===== config.mk =====
export PLATFORM = sky130hd
export DESIGN_NAME = cib_register_bank
export DESIGN_NICKNAME = d
export VERILOG_FILES = /design/src/rtl/cib_pkg.sv /design/src/rtl/cib_sync.sv /design/src/rtl/cib_register_bank.sv
export SDC_FILE = /design/constraint.sdc
export NUM_CORES = 1
export LEC_CHECK = 0
export BUFFER_PORTS_ARGS = -buffer_cell sky130_fd_sc_hd__clkbuf_2
export CAP_MARGIN = 10
export CORE_MARGIN = 5
export CORE_UTILIZATION = 50
export DETAILED_ROUTE_END_ITERATION = 10
export HOLD_SLACK_MARGIN = 0.1
export PLACE_DENSITY_LB_ADDON = 0.15
export SETUP_SLACK_MARGIN = 0.5
export SKIP_LAST_GASP = 1
export SYNTH_ARGS = -nofsm -noshare
export SYNTH_HDL_FRONTEND = slang
export SYNTH_SLANG_ARGS = --single-unit

===== constraint.sdc =====
create_clock -name clk_in -period 2.82 [get_ports clk_in]
set_input_delay 0.705 -clock clk_in [delete_from_list [all_inputs] [get_ports clk_in]]
set_output_delay 0.705 -clock clk_in [all_outputs]
set_load 0.005 [all_outputs]

===== src/rtl/cib_pkg.sv =====
/*
  Package for the charger serial register bank: bus addresses, register
  offsets, writable-bit masks, reset values, state encoding and carriers.
  Assumes nothing of its surroundings; imported whole by each module but the bus master model.
*/
package cib_pkg;

    // ------------------------------------------------------------------
    // serial bus device address bytes
    // ------------------------------------------------------------------
    localparam logic [7:0] DEV_ADDR_WRITE = 8'h28;
    localparam logic [7:0] DEV_ADDR_READ  = 8'h29;
    localparam logic [3:0] BITS_PER_BYTE  = 4'h8;

    // ------------------------------------------------------------------
    // register offsets (subaddresses)
    // ------------------------------------------------------------------
    localparam logic [7:0] OFS_REVISION_ID      = 8'h01;
    localparam logic [7:0] OFS_INPUT_SUPPLY     = 8'h02;
    localparam logic [7:0] OFS_VOLTAGE_THRESH   = 8'h05;
    localparam logic [7:0] OFS_FUNCTION_ONE     = 8'h07;
    localparam logic [7:0] OFS_FUNCTION_TWO     = 8'h08;
    localparam logic [7:0] OFS_INTERRUPT_ENABLE = 8'h09;
    localparam logic [7:0] OFS_INTERRUPT_FLAGS  = 8'h0A;
    localparam logic [7:0] OFS_CHARGE_STATE_ONE = 8'h0B;
    localparam logic [7:0] OFS_CHARGE_STATE_TWO = 8'h0C;
    localparam logic [7:0] OFS_FAULT_FLAGS      = 8'h0D;
    localparam logic [7:0] OFS_SHORT_DETECT     = 8'h10;

    // ------------------------------------------------------------------
    // reset values and implemented-bit masks (unused bits read zero)
    // ------------------------------------------------------------------
    localparam logic [7:0] RST_SETTING  = 8'h00;
    localparam logic [7:0] MASK_ALL     = 8'hFF;
    localparam logic [7:0] BYTE_ZERO    = 8'h00;
    localparam logic [7:0] SUB_STEP     = 8'h01;
    // revision value is arbitrary
    localparam logic [7:0] REVISION_DEFAULT = 8'h5A;

    // ------------------------------------------------------------------
    // serial engine states
    // ------------------------------------------------------------------
    typedef enum logic [3:0] {
        ST_IDLE,
        ST_ADDR,
        ST_ADDR_ACK,
        ST_SUB,
        ST_SUB_ACK,
        ST_WDATA,
        ST_WACK,
        ST_RDATA,
        ST_RACK
    } cib_state_type;

    // ------------------------------------------------------------------
    // carriers
    // ------------------------------------------------------------------
    typedef struct packed {
        logic [7:0] input_supply_settings;
        logic [7:0] voltage_threshold_settings;
        logic [7:0] function_settings_one;
        logic [7:0] function_settings_two;
        logic [7:0] interrupt_enable_mask;
        logic [7:0] short_detect_settings;
    } cib_settings_type;

    typedef struct packed {
        logic [7:0] interrupt_pending_flags;
        logic [7:0] charge_state_one;
        logic [7:0] charge_state_two;
    } cib_status_type;

endpackage


===== src/rtl/cib_sync.sv =====
/*
  Two-stage synchroniser for a group of levels from outside the clock
  domain. Assumes the caller reads only the second stage.
*/
`timescale 1ns/100ps
`default_nettype none

module cib_sync
    import cib_pkg::*;
#(
    parameter int WIDTH = 1
) (
    // clock and reset
    input  wire logic             clk_in,
    input  wire logic             sys_rst_in,
    // levels
    input  wire logic [WIDTH-1:0] async_in,
    input  wire logic [WIDTH-1:0] reset_value_in,
    output logic      [WIDTH-1:0] sync_out
);

    logic [WIDTH-1:0] meta_reg;

    // first stage feeds only the second stage
    always_ff @(posedge clk_in) begin
        if (sys_rst_in) begin
            // same idle level as the second stage, so no false edge follows reset
            meta_reg <= reset_value_in;
        end else begin
            meta_reg <= async_in;
        end
    end

    always_ff @(posedge clk_in) begin
        if (sys_rst_in) begin
            sync_out <= reset_value_in;
        end else begin
            sync_out <= meta_reg;
        end
    end

endmodule

`default_nettype wire


===== src/rtl/cib_register_bank.sv =====
/*
  Charger serial register bank: a serial-bus slave on scl/sda with
  auto-incrementing subaddress, setting registers, status readback and
  write-one-to-clear fault flags.
  Assumes scl, sda and the supply comparator levels come from outside the
  clock domain, and that status and fault events come from logic on clk_in.
*/
// Overview of operation
// - supply below valid threshold resets all registers
// - no battery and zero supply resets registers
// - subaddress byte after address picks first register
// - acknowledge each received 8-bit byte
// - write advances subaddress per byte until stop
// - read first returns register at current subaddress
// - read advances subaddress per byte until stop
// - fault bit cleared by writing one or power
// - answer address byte 0x28 write, 0x29 read
`timescale 1ns/100ps
`default_nettype none

module cib_register_bank
    import cib_pkg::*;
#(
    parameter logic [7:0] REVISION   = REVISION_DEFAULT,
    parameter logic [7:0] FAULT_MASK = MASK_ALL,
    parameter logic [7:0] SET_MASK   = MASK_ALL
) (
    // clock and reset
    input  wire logic       clk_in,
    input  wire logic       sys_rst_in,
    // serial bus pins (sda open drain)
    input  wire logic       scl_in,
    input  wire logic       sda_in,
    output logic            sda_out,
    output logic            sda_oe_out,
    // supply monitor levels
    input  wire logic       input_valid_threshold_in,
    input  wire logic       battery_present_in,
    input  wire logic       supply_zero_in,
    // charger side
    input  wire cib_status_type   status_in,
    input  wire logic [7:0]       fault_set_in,
    output var cib_settings_type  settings_out,
    output logic [7:0]      fault_flags_out
);

    // ------------------------------------------------------------------
    // input synchronisation
    // ------------------------------------------------------------------
    logic [4:0] sync_w;
    logic       scl_w;
    logic       sda_w;
    logic       scl_d_reg;
    logic       sda_d_reg;
    logic       supply_reset_w;

    cib_sync #(.WIDTH(5)) u_sync (
        .clk_in         (clk_in),
        .sys_rst_in     (sys_rst_in),
        .async_in       ({scl_in, sda_in, input_valid_threshold_in,
                          battery_present_in, supply_zero_in}),
        .reset_value_in (5'h1E),
        .sync_out       (sync_w)
    );

    assign scl_w = sync_w[4];
    assign sda_w = sync_w[3];
    // zero supply with no battery also wipes the bank
    assign supply_reset_w = ~sync_w[2]
                          | (~sync_w[1] & sync_w[0]);

    always_ff @(posedge clk_in) begin
        if (sys_rst_in) begin
            scl_d_reg <= 1'b1;
            sda_d_reg <= 1'b1;
        end else begin
            scl_d_reg <= scl_w;
            sda_d_reg <= sda_w;
        end
    end

    logic scl_rise_w;
    logic scl_fall_w;
    logic start_w;
    logic stop_w;

    assign scl_rise_w = scl_w & ~scl_d_reg;
    assign scl_fall_w = ~scl_w & scl_d_reg;
    assign start_w    = scl_w & scl_d_reg & sda_d_reg & ~sda_w;
    assign stop_w     = scl_w & scl_d_reg & ~sda_d_reg & sda_w;

    // ------------------------------------------------------------------
    // register storage
    // ------------------------------------------------------------------
    cib_settings_type settings_reg;
    logic [7:0]       fault_reg;
    logic [7:0]       sub_reg;
    logic             wr_pulse_reg;
    logic [7:0]       wr_data_reg;

    function automatic logic [7:0] read_mux(input logic [7:0] ofs);
        logic [7:0] v;
        v = BYTE_ZERO;
        if (ofs == OFS_REVISION_ID) begin
            v = REVISION;
        end else if (ofs == OFS_INPUT_SUPPLY) begin
            v = settings_reg.input_supply_settings;
        end else if (ofs == OFS_VOLTAGE_THRESH) begin
            v = settings_reg.voltage_threshold_settings;
        end else if (ofs == OFS_FUNCTION_ONE) begin
            v = settings_reg.function_settings_one;
        end else if (ofs == OFS_FUNCTION_TWO) begin
            v = settings_reg.function_settings_two;
        end else if (ofs == OFS_INTERRUPT_ENABLE) begin
            v = settings_reg.interrupt_enable_mask;
        end else if (ofs == OFS_INTERRUPT_FLAGS) begin
            v = status_in.interrupt_pending_flags;
        end else if (ofs == OFS_CHARGE_STATE_ONE) begin
            v = status_in.charge_state_one;
        end else if (ofs == OFS_CHARGE_STATE_TWO) begin
            v = status_in.charge_state_two;
        end else if (ofs == OFS_FAULT_FLAGS) begin
            v = fault_reg & FAULT_MASK;
        end else if (ofs == OFS_SHORT_DETECT) begin
            v = settings_reg.short_detect_settings;
        end
        // unmapped offsets fall through as zero
        return v;
    endfunction

    logic [7:0] rd_cur_w;
    logic [7:0] rd_nxt_w;

    // always_comb also follows the registers that read_mux reads directly
    always_comb begin
        rd_cur_w = read_mux(sub_reg);
        rd_nxt_w = read_mux(sub_reg + SUB_STEP);
    end

    always_ff @(posedge clk_in) begin
        if (sys_rst_in || supply_reset_w) begin
            settings_reg <= {6{RST_SETTING}};
        end else if (wr_pulse_reg) begin
            if (sub_reg == OFS_INPUT_SUPPLY) begin
                settings_reg.input_supply_settings <= wr_data_reg & SET_MASK;
            end else if (sub_reg == OFS_VOLTAGE_THRESH) begin
                settings_reg.voltage_threshold_settings <= wr_data_reg & SET_MASK;
            end else if (sub_reg == OFS_FUNCTION_ONE) begin
                settings_reg.function_settings_one <= wr_data_reg & SET_MASK;
            end else if (sub_reg == OFS_FUNCTION_TWO) begin
                settings_reg.function_settings_two <= wr_data_reg & SET_MASK;
            end else if (sub_reg == OFS_INTERRUPT_ENABLE) begin
                settings_reg.interrupt_enable_mask <= wr_data_reg & SET_MASK;
            end else if (sub_reg == OFS_SHORT_DETECT) begin
                settings_reg.short_detect_settings <= wr_data_reg & SET_MASK;
            end
            // read-only and unmapped targets ignore the byte
        end
    end

    // fault flags: a new event in the clearing cycle survives the clear
    always_ff @(posedge clk_in) begin
        if (sys_rst_in || supply_reset_w) begin
            fault_reg <= RST_SETTING;
        end else if (wr_pulse_reg && sub_reg == OFS_FAULT_FLAGS) begin
            fault_reg <= ((fault_reg & ~wr_data_reg) | fault_set_in) & FAULT_MASK;
        end else begin
            fault_reg <= (fault_reg | fault_set_in) & FAULT_MASK;
        end
    end

    assign settings_out    = settings_reg;
    assign fault_flags_out = fault_reg;
    assign sda_out         = 1'b0;

    // ------------------------------------------------------------------
    // serial engine
    // ------------------------------------------------------------------
    cib_state_type state_reg;
    logic [3:0]    bit_cnt_reg;
    logic [7:0]    shift_reg;
    logic [7:0]    rd_shift_reg;
    logic          master_ack_reg;

    always_ff @(posedge clk_in) begin
        wr_pulse_reg <= 1'b0;
        if (sys_rst_in || supply_reset_w) begin
            state_reg      <= ST_IDLE;
            bit_cnt_reg    <= 4'h0;
            shift_reg      <= BYTE_ZERO;
            rd_shift_reg   <= BYTE_ZERO;
            master_ack_reg <= 1'b0;
            sub_reg        <= BYTE_ZERO;
            wr_data_reg    <= BYTE_ZERO;
            sda_oe_out     <= 1'b0;
            wr_pulse_reg   <= 1'b0;
        end else if (stop_w) begin
            state_reg  <= ST_IDLE;
            sda_oe_out <= 1'b0;
        end else if (start_w) begin
            // repeated start keeps the subaddress for a following read
            state_reg   <= ST_ADDR;
            bit_cnt_reg <= 4'h0;
            sda_oe_out  <= 1'b0;
        end else if (scl_rise_w) begin
            case (state_reg)
                ST_ADDR, ST_SUB, ST_WDATA: begin
                    shift_reg   <= {shift_reg[6:0], sda_w};
                    bit_cnt_reg <= bit_cnt_reg + 4'h1;
                end
                ST_RDATA: begin
                    bit_cnt_reg <= bit_cnt_reg + 4'h1;
                end
                ST_RACK: begin
                    master_ack_reg <= ~sda_w;
                end
                default: begin
                end
            endcase
        end else if (scl_fall_w) begin
            case (state_reg)
                ST_ADDR: begin
                    if (bit_cnt_reg == BITS_PER_BYTE) begin
                        if (shift_reg == DEV_ADDR_WRITE ||
                            shift_reg == DEV_ADDR_READ) begin
                            state_reg  <= ST_ADDR_ACK;
                            sda_oe_out <= 1'b1;
                        end else begin
                            state_reg <= ST_IDLE;
                        end
                    end
                end
                ST_ADDR_ACK: begin
                    bit_cnt_reg <= 4'h0;
                    if (shift_reg[0]) begin
                        // first byte out is the selected register
                        state_reg    <= ST_RDATA;
                        sda_oe_out   <= ~rd_cur_w[7];
                        rd_shift_reg <= {rd_cur_w[6:0], 1'b0};
                    end else begin
                        state_reg  <= ST_SUB;
                        sda_oe_out <= 1'b0;
                    end
                end
                ST_SUB: begin
                    if (bit_cnt_reg == BITS_PER_BYTE) begin
                        sub_reg    <= shift_reg;
                        state_reg  <= ST_SUB_ACK;
                        sda_oe_out <= 1'b1;
                    end
                end
                ST_SUB_ACK, ST_WACK: begin
                    state_reg   <= ST_WDATA;
                    bit_cnt_reg <= 4'h0;
                    sda_oe_out  <= 1'b0;
                    if (state_reg == ST_WACK) begin
                        sub_reg <= sub_reg + SUB_STEP;
                    end
                end
                ST_WDATA: begin
                    if (bit_cnt_reg == BITS_PER_BYTE) begin
                        wr_data_reg  <= shift_reg;
                        wr_pulse_reg <= 1'b1;
                        state_reg    <= ST_WACK;
                        sda_oe_out   <= 1'b1;
                    end
                end
                ST_RDATA: begin
                    if (bit_cnt_reg == BITS_PER_BYTE) begin
                        state_reg  <= ST_RACK;
                        sda_oe_out <= 1'b0;
                    end else begin
                        sda_oe_out   <= ~rd_shift_reg[7];
                        rd_shift_reg <= {rd_shift_reg[6:0], 1'b0};
                    end
                end
                ST_RACK: begin
                    sub_reg     <= sub_reg + SUB_STEP;
                    bit_cnt_reg <= 4'h0;
                    if (master_ack_reg) begin
                        state_reg    <= ST_RDATA;
                        sda_oe_out   <= ~rd_nxt_w[7];
                        rd_shift_reg <= {rd_nxt_w[6:0], 1'b0};
                    end else begin
                        // no acknowledge: release and wait for stop
                        state_reg <= ST_IDLE;
                    end
                end
                default: begin
                end
            endcase
        end
    end

endmodule

`default_nettype wire


---- Word level (Yosys, flattened, before mapping) ----
Index checks and enable logic that the tools add are counted.
Widths: inputs -> output; s select.
word-level totals
  register bits ........................... 111
  output and inout bits ................... 58
  logic and storage cells ................. 192
cells by class
  add/subtract/negate cells ............... 2
  equality and inequality tests ........... 49
  multiplexer cells ....................... 54
  bitwise gates (word level) .............. 32
  reductions and logical operators ........ 34
operator list
  kind                 number
  $mux 8               28
  $eq 8x4->1 const B   12
  $pmux 8 s3           2
  $mux 4               9
  $reduce_and 7->1     5
  $eq 8x3->1 const B   4
  $pmux 4 s7           1
  $not 1->1            19
  $ne 2x2->1 const B   9
  $eq 4x3->1 const B   4
  $eq 8x1->1 const B   2
  $eq 8x2->1 const B   2
  $eq 8x5->1 const B   2
  $eq 8x6->1 const B   2
  $or 8x8->8           2
  $reduce_and 4->1     4
  $ne 3x3->1 const B   4
  $reduce_and 6->1     2
  $reduce_bool 3->1    4
  $mux 1               10
  $add 8x1->8 const B  1
  $and 1x1->1          8
  $and 8x8->8          1
  $eq 4x2->1 const B   2
  24 further kinds     32

---- Longest topological paths before layout ----
  depth after elaboration ................. 16
  gate-level depth with buffers ........... 11
  depth with buffers taken out ............ 9

---- Hierarchy ----
A second synthesis with hierarchy kept.
second synthesis, totals
  cells, all modules ...................... 915
  area total of the unflattened synthesis .. 7031.7 µm²
modules (own cells, without submodules)
  module             times used  cells an instance  area each (µm²)  seq. area each (µm²)
  cib_register_bank  1           894                6670.1           2001.9
  cib_sync           1           21                 361.6            200.2

---- Least setup slack after synthesis ----
Ideal clock, no wire load.
  path kind ............................... flip-flop to flip-flop
  from .................................... register sub_reg[0]
  to ...................................... register rd_shift_reg[3]
  library setup time ...................... 123 ps
  arrival ................................. 2320 ps
  required time ........................... 2697 ps
  path slack .............................. 376 ps
  stages on the path, launching flop included .. 12
  path buffers ............................ 3
  clock period less this slack ............ 2444 ps
  path through ............................ dfxtp_1 -> ha_1 -> buf_6 -> and3_4 -> buf_6 -> mux2_4 -> a21boi_4 -> nor2_2 -> buf_6 -> a32o_1 -> a221oi_1 -> o2bb2ai_1
between the ends
  longest elaborated chain between the ends .. 15
RTL lines
  item                    line                      source
  from (decl)             cib_register_bank.sv:97   logic [7:0] sub_reg;
  from (signal assigned)  cib_register_bank.sv:247  sub_reg <= shift_reg;
  from (signal assigned)  cib_register_bank.sv:257  sub_reg <= sub_reg + SUB_STEP;
  from (signal assigned)  cib_register_bank.sv:278  sub_reg <= sub_reg + SUB_STEP;
  $add 8x1->8             cib_register_bank.sv:137  rd_nxt_w = read_mux(sub_reg + SUB_STEP);
  $eq 8x5->1              cib_register_bank.sv:124  end else if (ofs == OFS_SHORT_DETECT) begin
  $mux 8                  cib_register_bank.sv:124
  $mux 8                  cib_register_bank.sv:122  end else if (ofs == OFS_FAULT_FLAGS) begin
  $mux 8                  cib_register_bank.sv:120  end else if (ofs == OFS_CHARGE_STATE_TWO) begin
  $mux 8                  cib_register_bank.sv:118  end else if (ofs == OFS_CHARGE_STATE_ONE) begin
  $mux 8                  cib_register_bank.sv:116  end else if (ofs == OFS_INTERRUPT_FLAGS) begin
  $mux 8                  cib_register_bank.sv:114  end else if (ofs == OFS_INTERRUPT_ENABLE) begin
  $mux 8                  cib_register_bank.sv:112  end else if (ofs == OFS_FUNCTION_TWO) begin
  $mux 8                  cib_register_bank.sv:110  end else if (ofs == OFS_FUNCTION_ONE) begin
  $mux 8                  cib_register_bank.sv:108  end else if (ofs == OFS_VOLTAGE_THRESH) begin
  $mux 8                  cib_register_bank.sv:106  end else if (ofs == OFS_INPUT_SUPPLY) begin
  $mux 8                  cib_register_bank.sv:104  if (ofs == OFS_REVISION_ID) begin
  $mux 8                  cib_register_bank.sv:280  if (master_ack_reg) begin
  $pmux 8 s3 (*)          cib_register_bank.sv:221  case (state_reg)
  to (signal assigned)    cib_register_bank.sv:239  rd_shift_reg <= {rd_cur_w[6:0], 1'b0};
  to (signal assigned)    cib_register_bank.sv:274  rd_shift_reg <= {rd_shift_reg[6:0], 1'b0};
  to (signal assigned)    cib_register_bank.sv:283  rd_shift_reg <= {rd_nxt_w[6:0], 1'b0};
  to (decl)               cib_register_bank.sv:182  logic [7:0] rd_shift_reg;
Mark *: on every way between the ends. The rest lies on a longest branch, timed or not. The select of a mux whose other input is x is not followed.
A chain may end at the register's enable or synchronous reset.

---- Worst setup path in the final report ----
  from .................................... register sub_reg[1]
  to ...................................... register rd_shift_reg[2]
The elaborated chain is that of the path after synthesis.

==> run_results.csv <==
group,metric,value,unit
status,outcome,"completed",
critical_path,critPathArrivalTime,2.65,ns
synthesis,async_flop_share,0,%
clock_tree,clk_path_buf_depth,2,
layout,largest_register_ffs,48,
synthesis,synth_edf_count,0,
synthesis,synth_cell_type_count,86,
synthesis,syn_avg_cell_area,7.71,um2
synthesis,syn_nets,957,
clock_tree,clock_latency,0.37,ns
clock_tree,clkSinkCount,110,
die,die_h,128,um
routing,drt_pre_antenna_iters,6,
global_route,grtUsageTotal,32.3,%
critical_path,path_cells,"ha_4, and3_4, mux2_4, a21boi_4, buf_6, nor3_4, a222oi_1, a2111o_1, a31oi_1",
timing,slew_violations,0,
routing,drtIter0Drc,815,
synthesis,syn_inst,907,
hold_path,worstHoldEndpoint,"u_sync.sync_out[2]$_SDFF_PP1_",
layout,fin_util,61.3,%
layout,diodes,0,
global_route,grt_pass1_wl,40900,um
hold_path,min-delay-start,"u_sync.meta_reg[2]$_SDFF_PP1_",
synthesis,ys_seq_elements,110,
global_route,grt_use_met1,45.9,%
clock_tree,cts_hold_buf,0,
timing,fin_setup_tns,0,ns
timing,fin_crit_sh,85.0,%
critical_path,crit_family,"compound AO/OA/AOI/OAI gates",
global_route,busiest_layer,"met2",
synthesis,synth_common_cells,"dfxtp_1, nor2_1, nand2_1",
layout,design_area,8450,um2
layout,n_fill_cell,1276,
clock_tree,root_buffer,"clkbuf_16",
synthesis,synth_top_area_cell,"dfxtp_1",
placement,dp_slack,0.201,ns
placement,routabilityCongestion,1.02,
power,p_leak,0.00351,uW
layout,area_delta_synth_final,20.9,%
hold_path,hold_depth,1,
timing,finalSetupViolCount,0,
die,ios,97,
layout,drive_above_1_share,25.8,%
clock_tree,clk_pin_slew,0.08,ns
timing,setup_ws,0.423,ns
clock_tree,cts_buffers,9,
power,seq_power_share,50.3,%
power,clkPwrFrac,45.4,%
routing,drc,0,
critical_path,worst-path-max-fanout,7,
placement,dp_hpwl,19700,um
global_route,antenna_found_initial,0,
critical_path,r2r-end,"rd_shift_reg[2]$_SDFFE_PP0P_",
global_route,grt_max_degree,37,
global_route,grt_pass1_vias,6968,
critical_path,path_depth,9,
die,core-area,13800,um2
critical_path,worst_path_max_delay_cell,"dfxtp_4",
critical_path,critPathCaptureType,"flip-flop",
synthesis,yosysTopAreaCellShare,31.5,%
die,dieWidth,128,um
die,initial_core_util,50.8,%
global_route,met2_usage,48.2,%
run,maxCapViolations,0,
critical_path,critPathBufInv,1,
synthesis,ys_warn_count,0,
critical_path,r2r_start,"sub_reg[1]$_SDFFE_PP0P_",
layout,nNetsFinal,1054,
synthesis,synth_area,6990,um2
synthesis,yosysMostFrequentCell,"dfxtp_1",
routing,wirelength,26800,um
layout,finalNonFillerCells,1189,
critical_path,r2r_slack,0.42,ns
hold_path,hp-class,"flip-flop to flip-flop",
timing,min_period,2.40,ns
die,core.rowCount,43,
timing,final_hold_viol_count,0,
die,die_area,16400,um2
clock_tree,htree_levels,3,
placement,port_buffers,95,
routing,ant_nets,0,
timing,rsz0062_at_grt,"yes",
placement,placed_area,7730,um2
synthesis,ys_top_cells_by_area,"dfxtp_1, mux2i_1, a21oi_1",
timing,max_slew_margin,54.0,%
power,ir_drop,0.315,mV
critical_path,cp.required,3.07,ns
timing,fin_skew,0.0145,ns
clock_tree,cts_tree,"yes",
power,p_comb_share,4.3,%
power,power_per_cell_area,373,nW/um2
critical_path,critPathLaunchType,"flip-flop",
routing,wl_per_cell,22.5,um
critical_path,r2r_cells,9,
power,switching_share,23.4,%
routing,vias,7566,
global_route,grt_use_met3,6.33,%
critical_path,max_stage_delay,0.41,ns
timing,fmax,0.417,GHz
power,switchingPower,737,uW
power,p_int,2420,uW
timing,tightest_slew,0.689,ns
synthesis,ys.flop_type,"dfxtp_1",
synthesis,synth_seq_area_share,31.5,%
global_route,overflow,0,
placement,dp_cells,1157,
routing,vias_per_cell,6.36,
critical_path,crit_type,"flip-flop to flip-flop",
power groups by stage:
| stage | combinational, uW | clock [uW] | sequential (uW) |
|---|---|---|---|
| after floorplan | 69.2 | 0 | 1620 |
| after global placement | 132 | 0 | 1620 |
| after detailed placement | 133 | 0 | 1620 |
| after CTS | 134 | 1460 | 1580 |
| after global routing | 149 | 1520 | 1590 |
| final | 135 | 1430 | 1590 |
routing by layer:
metal	vias to the layer above	wire [um]
met2	412	11700
met5	-	0
met4	0	927
met3	74	2440
met1	3576	11800
li1	3504	-
cells in the final DEF, fill, tap and decap left out, types with 15 or more instances in the layout:
cell type,instances
nor2_1,103
dfxtp_1,101
clkbuf_2,95
nand2_1,93
a21oi_1,87
buf_4,56
mux2i_1,51
o21ai_0,51
nand3_1,40
inv_1,19
a31oi_1,15
per-stage QoR:
| stage | total power, uW | hold WS (ns) |
|---|---|---|
| floorplan | 1680 | 0.389 |
| finish | 3150 | 0.413 |
| detailed placement | 1760 | 0.395 |
| global route | 3260 | 0.419 |
| global placement | 1750 | 0.393 |
| CTS | 3180 | 0.415 |
worst max-delay path by stage:
stage / start / to
2_1_floorplan: sub_reg[1]$_SDFFE_PP0P_ / rd_shift_reg[3]$_SDFFE_PP0P_
6_report: sub_reg[1]$_SDFFE_PP0P_ / rd_shift_reg[2]$_SDFFE_PP0P_
5_1_grt: sub_reg[1]$_SDFFE_PP0P_ / rd_shift_reg[2]$_SDFFE_PP0P_
4_1_cts: sub_reg[0]$_SDFFE_PP0P_ / rd_shift_reg[6]$_SDFFE_PP0P_
3_3_place_gp: sub_reg[1]$_SDFFE_PP0P_ / rd_shift_reg[1]$_SDFFE_PP0P_
3_5_place_dp: sub_reg[1]$_SDFFE_PP0P_ / rd_shift_reg[1]$_SDFFE_PP0P_
final cells by class:
| type | instances | area, um2 | share of cell area [%] |
|---|---|---|---|
| multi-input cells | 703 | 4590 | 54.3 |
| flip-flops and latches | 110 | 2220 | 26.3 |
| repair buffers | 159 | 1000 | 11.9 |
| clock buffers | 9 | 225 | 2.67 |
| well taps | 180 | 225 | 2.67 |
| clock inverters | 7 | 111 | 1.32 |
| inverters | 21 | 78.8 | 0.933 |
cells by family after synthesis:
group                    Yosys count  share of synthesized area [%]
AND/OR/NAND/NOR                  356                           25.7
AO/OA/AOI/OAI                    274                           25.8
flip-flops                       110                           31.5
buffers and inverters             96                           6.37
multiplexers                      53                           7.66
adder cells (fa/ha/maj)           11                           1.97
XOR/XNOR                           6                          0.859
other                              1                         0.0536
timing repair:
| item | 4_1_cts | 5_1_grt |
|---|---|---|
| setup endpoints to repair | 16 | 28 |
| gates resized for setup | 23 | 38 |
| pin swaps | 11 | 14 |
| cloned | 2 | 0 |
| setup buffers | 9 | 5 |
No activity file was read; power rests on OpenSTA's default activity.
